[src/ssl_pkg.sv]
// constants, field layout and register map of the serial load and init block
// assumes a 10 mhz system clock and 32-bit axi4-lite register access
package ssl_pkg;
    localparam int WORD_W = 24;
    localparam int CLK_NS = 100;
    localparam int SETTLE_NS = 1000;
    localparam int SETTLE_CYC = (SETTLE_NS + CLK_NS - 1) / CLK_NS;
    localparam int SETTLE_W = 4;

    // destination select in the two lsbs of the loaded word
    localparam logic [1:0] SEL_REF = 2'h0;
    localparam logic [1:0] SEL_AB = 2'h1;
    localparam logic [1:0] SEL_FUNC = 2'h2;
    localparam logic [1:0] SEL_INIT = 2'h3;

    // function word field positions
    localparam int HOLD_POS = 2;
    localparam int PD_REQ_POS = 3;
    localparam int PD_SYNC_POS = 21;

    // loaded-flag positions
    localparam int LD_REF = 0;
    localparam int LD_AB = 1;
    localparam int LD_FUNC = 2;
    localparam int LD_INIT = 3;

    localparam int ADDR_W = 8;
    localparam logic [ADDR_W-1:0] OFS_REF = 8'h00;
    localparam logic [ADDR_W-1:0] OFS_AB = 8'h04;
    localparam logic [ADDR_W-1:0] OFS_FUNC = 8'h08;
    localparam logic [ADDR_W-1:0] OFS_STATUS = 8'h0c;
    localparam logic [ADDR_W-1:0] OFS_PULSE = 8'h10;

    localparam logic [7:0] PULSE_LEN_RST = 8'h04;
    localparam logic [7:0] PULSE_LEN_MIN = 8'h01;

    // status register bit positions
    localparam int ST_PDOWN = 0;
    localparam int ST_CRESET = 1;
    localparam int ST_PULSE = 2;
    localparam int ST_ARMED = 3;
    localparam int ST_SYNCPD = 4;
    localparam int ST_SETTLED = 5;
    localparam int ST_LOADED = 8;

    localparam logic [1:0] RESP_OKAY = 2'h0;
    localparam logic [1:0] RESP_SLVERR = 2'h2;

    typedef enum logic [2:0] {
        SSL_R_REF, SSL_R_AB, SSL_R_FUNC, SSL_R_STATUS, SSL_R_PULSE, SSL_R_NONE
    } ssl_reg_t;
endpackage : ssl_pkg

[src/ssl_serial_load.sv]
// serial load path, latch decode and reset / power-down sequencing
// assumes serial pins come from another clock domain; cp_event is on aclk
`timescale 1ns/1ns
module ssl_serial_load
    import ssl_pkg::*;
(
    input wire logic aclk, // system clock, 10 mhz
    input wire logic aresetn, // sync reset, active low
    input wire logic serial_clk, // serial clock pin
    input wire logic serial_data, // serial data pin
    input wire logic latch_strobe, // latch strobe pin
    input wire logic power_enable, // power enable pin, high = run
    input wire logic cp_event, // charge pump event pulse, aclk domain
    output logic [WORD_W-1:0] ref_latch, // reference counter latch
    output logic [WORD_W-1:0] ab_latch, // ab counter latch
    output logic [WORD_W-1:0] func_latch, // function latch
    output logic counter_reset, // counters held at load state
    output logic cp_three_state, // charge pump forced three-state
    output logic power_down, // device powered down
    output logic prescaler_run, // prescaler reference and osc buffer on
    output logic bias_settled, // settling time elapsed since enable
    input wire logic [ADDR_W-1:0] s_axi_awaddr, // write address
    input wire logic s_axi_awvalid, // write address valid
    output logic s_axi_awready, // write address ready
    input wire logic [31:0] s_axi_wdata, // write data
    input wire logic [3:0] s_axi_wstrb, // write strobes
    input wire logic s_axi_wvalid, // write data valid
    output logic s_axi_wready, // write data ready
    output logic [1:0] s_axi_bresp, // write response
    output logic s_axi_bvalid, // write response valid
    input wire logic s_axi_bready, // write response ready
    input wire logic [ADDR_W-1:0] s_axi_araddr, // read address
    input wire logic s_axi_arvalid, // read address valid
    output logic s_axi_arready, // read address ready
    output logic [31:0] s_axi_rdata, // read data
    output logic [1:0] s_axi_rresp, // read response
    output logic s_axi_rvalid, // read data valid
    input wire logic s_axi_rready // read data ready
);
    typedef struct packed {
        logic [WORD_W-1:0] shift;
        logic [WORD_W-1:0] ref_word;
        logic [WORD_W-1:0] ab_word;
        logic [WORD_W-1:0] func_word;
        logic sclk_q;
        logic strobe_q;
        logic [7:0] pulse_len;
        logic [7:0] pulse_cnt;
        logic init_armed;
        logic sync_pd;
        logic [3:0] loaded;
        logic [SETTLE_W-1:0] settle_cnt;
        logic aw_held;
        logic [ADDR_W-1:0] aw_addr;
        logic w_held;
        logic [31:0] w_data;
        logic [3:0] w_strb;
        logic bvalid;
        logic [1:0] bresp;
        logic rvalid;
        logic [31:0] rdata;
        logic [1:0] rresp;
    } ssl_state_t;

    localparam logic [SETTLE_W-1:0] SETTLE_END = SETTLE_W'(SETTLE_CYC);

    ssl_state_t st;
    ssl_state_t next_st;
    logic [3:0] pins_s;
    logic sclk_s;
    logic sdata_s;
    logic strobe_s;
    logic pe_s;
    logic pulse_on;
    logic hold_on;
    logic async_pd;
    logic pdown;
    logic [31:0] status_word;
    ssl_reg_t rd_sel;
    ssl_reg_t wr_sel;

    // word-aligned address decode, shared by both channels
    function automatic ssl_reg_t decode(input logic [ADDR_W-1:0] a);
        ssl_reg_t r;
        r = SSL_R_NONE;
        unique case (a)
            OFS_REF: r = SSL_R_REF;
            OFS_AB: r = SSL_R_AB;
            OFS_FUNC: r = SSL_R_FUNC;
            OFS_STATUS: r = SSL_R_STATUS;
            OFS_PULSE: r = SSL_R_PULSE;
            default: r = SSL_R_NONE;
        endcase
        return r;
    endfunction : decode

    ssl_sync #(
        .W(4)
    ) u_sync (
        .aclk(aclk),
        .aresetn(aresetn),
        .d({power_enable, latch_strobe, serial_data, serial_clk}),
        .q(pins_s)
    );

    assign sclk_s = pins_s[0];
    assign sdata_s = pins_s[1];
    assign strobe_s = pins_s[2];
    assign pe_s = pins_s[3];

    assign pulse_on = st.pulse_cnt != '0;
    assign hold_on = st.func_word[HOLD_POS];
    // programmed modes only count while the enable pin is high
    assign async_pd = pe_s && st.func_word[PD_REQ_POS] && !st.func_word[PD_SYNC_POS];
    // pin low wins over everything; latency is the synchroniser only
    assign pdown = !pe_s || async_pd || st.sync_pd;

    assign status_word = {
        20'h00000,
        st.loaded,
        2'h0,
        (st.settle_cnt == SETTLE_END),
        st.sync_pd,
        st.init_armed,
        pulse_on,
        (pulse_on || hold_on || pdown),
        pdown
    };

    assign rd_sel = decode(s_axi_araddr);
    assign wr_sel = decode(st.aw_addr);

    always_comb begin
        next_st = st;
        next_st.sclk_q = sclk_s;
        next_st.strobe_q = strobe_s;

        // input register shifts regardless of power state
        if (sclk_s && !st.sclk_q) begin
            next_st.shift = {st.shift[WORD_W-2:0], sdata_s};
        end

        if (pulse_on) begin
            next_st.pulse_cnt = st.pulse_cnt - 8'h01;
        end

        // sync power-down waits for a charge pump event; the hold bit never starts it
        // it ends only when the pin or the request bit drops, so an init entry stays
        if (!(pe_s && st.func_word[PD_REQ_POS])) begin
            next_st.sync_pd = 1'b0;
        end else if (cp_event && st.func_word[PD_SYNC_POS]) begin
            next_st.sync_pd = 1'b1;
        end

        if (strobe_s && !st.strobe_q) begin
            unique case (st.shift[1:0])
                SEL_REF: begin
                    next_st.ref_word = st.shift;
                    next_st.loaded[LD_REF] = 1'b1;
                end
                SEL_AB: begin
                    next_st.ab_word = st.shift;
                    next_st.loaded[LD_AB] = 1'b1;
                    if (st.init_armed) begin
                        next_st.pulse_cnt = st.pulse_len;
                        next_st.init_armed = 1'b0;
                    end
                end
                SEL_FUNC: begin
                    next_st.func_word = st.shift;
                    next_st.loaded[LD_FUNC] = 1'b1;
                end
                SEL_INIT: begin
                    next_st.func_word = st.shift;
                    next_st.loaded[LD_INIT] = 1'b1;
                    next_st.pulse_cnt = st.pulse_len;
                    next_st.init_armed = 1'b1;
                    // the pulse itself triggers power-down for request set, sync select clear
                    if (pe_s && st.shift[PD_REQ_POS] && !st.shift[PD_SYNC_POS]) begin
                        next_st.sync_pd = 1'b1;
                    end
                end
            endcase
        end

        // bias settle timer restarts on every enable pin low
        if (!pe_s) begin
            next_st.settle_cnt = '0;
        end else if (st.settle_cnt != SETTLE_END) begin
            next_st.settle_cnt = st.settle_cnt + SETTLE_W'(1);
        end

        // write channel: address and data taken in either order
        if (s_axi_awvalid && !st.aw_held && !st.bvalid) begin
            next_st.aw_held = 1'b1;
            next_st.aw_addr = s_axi_awaddr;
        end
        if (s_axi_wvalid && !st.w_held && !st.bvalid) begin
            next_st.w_held = 1'b1;
            next_st.w_data = s_axi_wdata;
            next_st.w_strb = s_axi_wstrb;
        end
        if (st.aw_held && st.w_held && !st.bvalid) begin
            next_st.aw_held = 1'b0;
            next_st.w_held = 1'b0;
            next_st.bvalid = 1'b1;
            next_st.bresp = RESP_OKAY;
            unique case (wr_sel)
                SSL_R_PULSE: begin
                    if (st.w_strb[0]) begin
                        // a zero length would lose the pulse entirely
                        next_st.pulse_len = (st.w_data[7:0] == 8'h00) ?
                            PULSE_LEN_MIN : st.w_data[7:0];
                    end
                end
                SSL_R_NONE: next_st.bresp = RESP_SLVERR;
                default: next_st.bresp = RESP_OKAY;
            endcase
        end else if (st.bvalid && s_axi_bready) begin
            next_st.bvalid = 1'b0;
        end

        // read channel
        if (st.rvalid) begin
            if (s_axi_rready) begin
                next_st.rvalid = 1'b0;
            end
        end else if (s_axi_arvalid) begin
            next_st.rvalid = 1'b1;
            next_st.rresp = RESP_OKAY;
            unique case (rd_sel)
                SSL_R_REF: next_st.rdata = {8'h00, st.ref_word};
                SSL_R_AB: next_st.rdata = {8'h00, st.ab_word};
                SSL_R_FUNC: next_st.rdata = {8'h00, st.func_word};
                SSL_R_STATUS: next_st.rdata = status_word;
                SSL_R_PULSE: next_st.rdata = {24'h000000, st.pulse_len};
                SSL_R_NONE: begin
                    next_st.rdata = 32'h00000000;
                    next_st.rresp = RESP_SLVERR;
                end
            endcase
        end
    end

    // latches are cleared only by aresetn, never by the enable pin
    always_ff @(posedge aclk) begin
        if (!aresetn) begin
            st <= '0;
            st.pulse_len <= PULSE_LEN_RST;
        end else begin
            st <= next_st;
        end
    end

    assign ref_latch = st.ref_word;
    assign ab_latch = st.ab_word;
    assign func_latch = st.func_word;
    // counters restart aligned as soon as hold, pulse and power-down all drop
    assign counter_reset = pulse_on || hold_on || pdown;
    assign cp_three_state = pulse_on || hold_on || pdown;
    // the reset pulse is deliberately absent here
    assign prescaler_run = !pdown;
    assign power_down = pdown;
    assign bias_settled = st.settle_cnt == SETTLE_END;

    assign s_axi_awready = !st.aw_held && !st.bvalid;
    assign s_axi_wready = !st.w_held && !st.bvalid;
    assign s_axi_bvalid = st.bvalid;
    assign s_axi_bresp = st.bresp;
    assign s_axi_arready = !st.rvalid;
    assign s_axi_rvalid = st.rvalid;
    assign s_axi_rdata = st.rdata;
    assign s_axi_rresp = st.rresp;
endmodule : ssl_serial_load

[src/ssl_sync.sv]
// two-flop level synchroniser for a group of pins
// assumes the pins are quasi-static relative to aclk
`timescale 1ns/1ns
module ssl_sync #(
    parameter int W = 1
) (
    input wire logic aclk, // system clock
    input wire logic aresetn, // sync reset, active low
    input wire logic [W-1:0] d, // asynchronous pins
    output logic [W-1:0] q // synchronised levels
);
    logic [W-1:0] meta;

    // meta is read only by q
    always_ff @(posedge aclk) begin
        if (!aresetn) begin
            meta <= '0;
            q <= '0;
        end else begin
            meta <= d;
            q <= meta;
        end
    end
endmodule : ssl_sync

[config.mk]
export PLATFORM = sky130hd
export DESIGN_NAME = ssl_serial_load
export DESIGN_NICKNAME = d
export VERILOG_FILES = /design/src/ssl_pkg.sv /design/src/ssl_serial_load.sv /design/src/ssl_sync.sv
export SDC_FILE = /design/constraint.sdc
export NUM_CORES = 1
export LEC_CHECK = 0
export BUFFER_PORTS_ARGS = -buffer_cell sky130_fd_sc_hd__buf_2
export CORE_MARGIN = 10
export CORE_UTILIZATION = 45
export DETAILED_ROUTE_END_ITERATION = 12
export PLACE_DENSITY = 0.68
export SETUP_SLACK_MARGIN = 0.1
export SYNTH_ARGS = -nofsm -noshare
export SYNTH_HDL_FRONTEND = slang
export SYNTH_HIERARCHICAL = 1
export SYNTH_SLANG_ARGS = --single-unit
[constraint.sdc]
create_clock -name aclk -period 2.25 [get_ports aclk]
set_input_delay 0.3375 -clock aclk [delete_from_list [all_inputs] [get_ports aclk]]
set_output_delay 0.3375 -clock aclk [all_outputs]
set_load 0.02 [all_outputs]
# Yosys cells after proc, flatten, opt, wreduce, memory -nomap -nowiden
# Index checks and enable logic that the tools add are counted.
[op_classes]
addsub = 2
eq_ne = 20
n_mux = 22
bitwise = 2
n_reduce_logical = 49
[op_table]
columns = ["cell", "count"]
rows = [
  ["$pmux W32 S6", 1],
  ["$mux W35", 1],
  ["$eq A8 B4 Y1 const B", 4],
  ["$pmux W3 S5", 2],
  ["$logic_not A8 Y1", 3],
  ["$pmux W9 S2", 1],
  ["$eq A8 B3 Y1 const B", 2],
  ["$eq A8 B5 Y1 const B", 2],
  ["$logic_and A1 B1 Y1", 16],
  ["$mux W8", 2],
  ["$reduce_and A2 Y1", 8],
  ["$mux W14", 1],
  ["$eq A3 B3 Y1 const B", 4],
  ["$logic_not A1 Y1", 10],
  ["$mux W1", 10],
  ["$mux W9", 1],
  ["$reduce_bool A8 Y1", 1],
  ["$sub A8 B1 Y8 const B", 1],
  ["$eq A3 B2 Y1 const B", 2],
  ["$mux W2", 3],
  ["$add A4 B1 Y4 const B", 1],
  ["$eq A2 B2 Y1 const B", 2],
  ["$eq A4 B4 Y1 const B", 1],
  ["$logic_or A1 B1 Y1", 4],
  ["9 further kinds", 12],
]
[totals]
ff_bits = 189
input_bits = 64
output_inout_bits = 118
wordCells = 122

# Depth between registers and ports, before layout
[depth]
depth_word = 8
mapped_depth = 8
mapped_depth_nobuf = 8

# Cells and area by module
# The synthesis kept the hierarchy.
[modules_own_cells]
columns = ["mod", "instances", "cells_each", "area_each_um2", "seq_area_each_um2"]
rows = [
  ["ssl_serial_load", 1, 952, 7856.3, 3423.3],
  ["ssl_sync", 1, 16, 210.2, 160.2],
]

# Worst setup path after synthesis
# Ideal clock, no wire load.
[synth_timing]
path_kind = "register to output"
from = "register st[97] (netlist bit)"
to = "output port cp_three_state"
t_arrival_ps = 1801
t_required_ps = 1913
path_slack_ps = 112
stages_incl_launch_ff = 5
path_buffers = 1
cell_sequence = "dfxtp_1 -> or4_4 -> or3_4 -> or3_4 -> buf_4"
[synth_via]
elab_chain_cells = 3
[synth_rtl]
columns = ["item", "line_no", "rtl"]
rows = [
  ["start, declared", "ssl_serial_load.sv:67", "ssl_state_t st;"],
  ["start signal, assigned", "ssl_serial_load.sv:251", "st <= next_st;"],
  ["$reduce_bool A8 Y1", "ssl_serial_load.sv:111", "assign pulse_on = st.pulse_cnt != '0;"],
  ["$logic_or A1 B1 Y1 (2 in a row)", "--", ""],
  ["end, declared", "ssl_serial_load.sv:18", "output logic cp_three_state,"],
]
# No other way between the ends.

# Final worst setup path
[layout_timing]
from = "register st[98] (netlist bit)"
to = "output port counter_reset"
[layout_via]
elab_chain_cells = 3
[layout_rtl]
columns = ["item", "line_no", "rtl"]
rows = [
  ["$reduce_bool A8 Y1", "ssl_serial_load.sv:111", ""],
  ["$logic_or A1 B1 Y1 (2 in a row)", "ssl_serial_load.sv:259", "assign counter_reset = pulse_on || hold_on || pdown;"],
  ["end, declared", "ssl_serial_load.sv:17", "output logic counter_reset,"],
]
# No other way between the ends.

==> reports/metrics.cfg <==
[status]
status = complete, but fails checks
violations = negative setup slack

[finish]
most-common-layout-cells = 245 x nand2_1, 177 x dfxtp_1, 142 x buf_2
fin_area_sq_um = 9040
drive_gt1_share_pct = 22.0
nNetsFinal = 1078
final_common_cell = nand2_1
final_util_pct = 51.9
antennaDiodeCount = 0
syn_to_final_growth_pct = 12.0

[drt]
antenna_left = 0
wl_per_cell_um = 17.8
drt_iter0_markers = 353
route.vias.total = 6456
via_per_inst = 5.17
firstDrtPassIters = 5
wirelength_um = 22200
drc = 0

[critical_path]
r2r_cells = 7
crit_fanout = 3
r2r_setup_slack_ns = -0.02
rr_endpoint = s_axi_rdata[1]
arrival_ns = 2.12
endpoint_kind = output pin
cp-start-kind = flop
criticalPathCategory = reg -> out
r2r_start = st[98]
required_ns = 1.91

[sta]
fmax_mhz = 406
fin_crit_sh_pct = 109
fin_crit_ns = 2.46
drv_slew = 0
worst_pin_slew_ns = 0.894
finClkSkew_ns = 0.00478
setup_violations = 3
rsz0062_at_grt = yes
final_hold_viol_count = 0
setup_ws_ns = -0.210
relSlewSlack_pct = 40.3
tns_ns = -0.445

[pwr]
p_int_uw = 5690
p_sw_uw = 1860
combPwrFrac_pct = 13.5
powerDensity_nw_per_um2 = 836
pwr-share-clk_pct = 41.8
switching_share_pct = 24.7
cellLeakagePower_uw = 0.00375
power_frac_seq_pct = 44.8
p_total_uw = 7550
irDropWorstVdd_uv = 580

[synth]
synth_edf_count = 0
synth_cell_types = 53
synth_cells = 968
synth-main-ff-cell = dfxtp_1
synth-seq-area-share_pct = 44.4
ys_ff_latch = 179
syn_area_sq_um = 8070
postSynth.asyncResetShare_pct = 0
synth.avg_cell_area_sq_um = 8.33
yosys_warnings = 6

[global_routing]
overflow = 0
grt_pass1_vias = 6283
grt_pass1_wl_um = 34400
antenna_found_initial = 0
grt_usage_pct = 18.0
grt_max_degree = 62

[die]
die_y_um = 154
core_region_area_sq_um = 17400
initial_core_util_pct = 46.3
pin_count = 182
die_area_sq_um = 23700
die_width_um = 154
num_rows = 48

[hold_path]
min_path_cells = 2
whs_endpoint = u_sync/meta[0]
hold_path_startpoint = serial_clk
worstHoldPathType = in -> reg

[placed_design]
io_buffers = 144
dp_hpwl_um = 15500
placed_area_sq_um = 8330
gp_congestion = 0.850
pre_cts_ws_ns = 0.111

[cts]
root_buffer = clkbuf_16
cts.sinks = 179
cts_buffer_depth = 2
numCtsBuffers = 17
postCtsHoldBufs = 0
cts_tree = yes
htree_levels = 4
clock_latency_ns = 0.43
path_clk_slew_ns = 0.06

[job]
drv_cap = 0

==> metal layers <==
metal,track usage [%],vias up,share of wire (%)
met3,5.83,19,7.1
met1,23.0,3043,45
li1,-,3196,-
met2,28.8,198,47
met5,0,-,0
met4,4.54,0,1.2
==> logic make-up after synthesis <==
group,count (synthesis),share of synthesized area (%)
other,1,0.0465
AND/OR/NAND/NOR,377,20.6
buffers and inverters,177,13.4
adder cells (fa/ha/maj),4,0.620
AO/OA/AOI/OAI,208,18.3
XOR/XNOR,9,0.977
flip-flops,179,44.4
multiplexers,13,1.64
==> through the flow <==
| step | std cells | hold slack [ns] |
|---|---|---|
| 6_report | 1248 | 0.118 |
| 5_1_grt | 1248 | 0.113 |
| 4_1_cts | 1247 | 0.0998 |
| 3_5_place_dp | 1210 | 0.427 |
| 3_3_place_gp | 1210 | 0.420 |
| 2_1_floorplan | 977 | 0.406 |
==> power by group through the flow <==
stage	sequential (uW)	combinational, uW	clock [uW]
5_1_grt	3390	1130	3320
4_1_cts	3380	1010	3190
2_1_floorplan	3430	731	0
6_report	3380	1020	3150
3_5_place_dp	3460	921	0
3_3_place_gp	3450	903	0
==> cell usage after synthesis, drive strengths merged, types with 5 or more instances <==
| cell | instances | area [sq um] |
|---|---|---|
| nor2 | 39 | 146 |
| nor3 | 18 | 90.1 |
| o31ai | 7 | 52.6 |
| nand2 | 245 | 920 |
| o21a | 6 | 45.0 |
| and2 | 13 | 81.3 |
| buf | 113 | 838 |
| o21ai | 11 | 55.1 |
| a22o | 11 | 96.3 |
| a22oi | 7 | 52.6 |
| a221oi | 12 | 105 |
| xor2 | 5 | 43.8 |
| a21boi | 87 | 653 |
| inv | 9 | 33.8 |
| nor2b | 18 | 113 |
| or3 | 6 | 47.5 |
| mux2i | 11 | 110 |
| nand2b | 10 | 62.6 |
| clkbuf | 54 | 203 |
| dfxtp | 179 | 3580 |
| nand3 | 7 | 35.0 |
| a21oi | 44 | 220 |
| nor3b | 5 | 37.5 |
==> worst max path at each step <==
stage            from        endpoint  cells after the start
3_3_place_gp   st[97]  cp_three_state                      4
5_1_grt        st[98]   counter_reset                      4
4_1_cts        st[98]  cp_three_state                      4
2_1_floorplan  st[97]  cp_three_state                      4
3_5_place_dp   st[97]  cp_three_state                      4
6_report       st[98]   counter_reset                      4
==> worst max-delay path, stage by stage, from the launching register on <==
cell	delay [ns]
dfxtp_2	0.32
or4_4	0.53
or3_4	0.35
or3_4	0.36
buf_6	0.14
==> state kept, by name, indices dropped and copies added (netlist names) <==
| signal | count |
|---|---|
| s_axi_bvalid | 1 |
| u_sync/meta | 4 |
| st | 71 |
| ab_latch | 24 |
| s_axi_rvalid | 1 |
| s_axi_rresp | 1 |
| s_axi_bresp | 1 |
| u_sync/q | 4 |
| func_latch | 24 |
| s_axi_rdata | 24 |
| ref_latch | 24 |
==> area by class of cell <==
cell class              instances  area, sq um
inverters                      10         37.5
well taps                     225          282
flip-flops and latches        179         3590
fillers                      1693         8380
clock buffers                  25          515
repair buffers                181         1040
multi-input cells             621         3460
clock inverters                 7          118
==> repair_timing <==
item,4_1_cts,5_1_grt
endpoints found under the setup margin,2,3
gates resized for setup,6,2
pin swaps,4,3
setup buffers,5,1
Note: power is estimated with default switching activity, not from simulation.
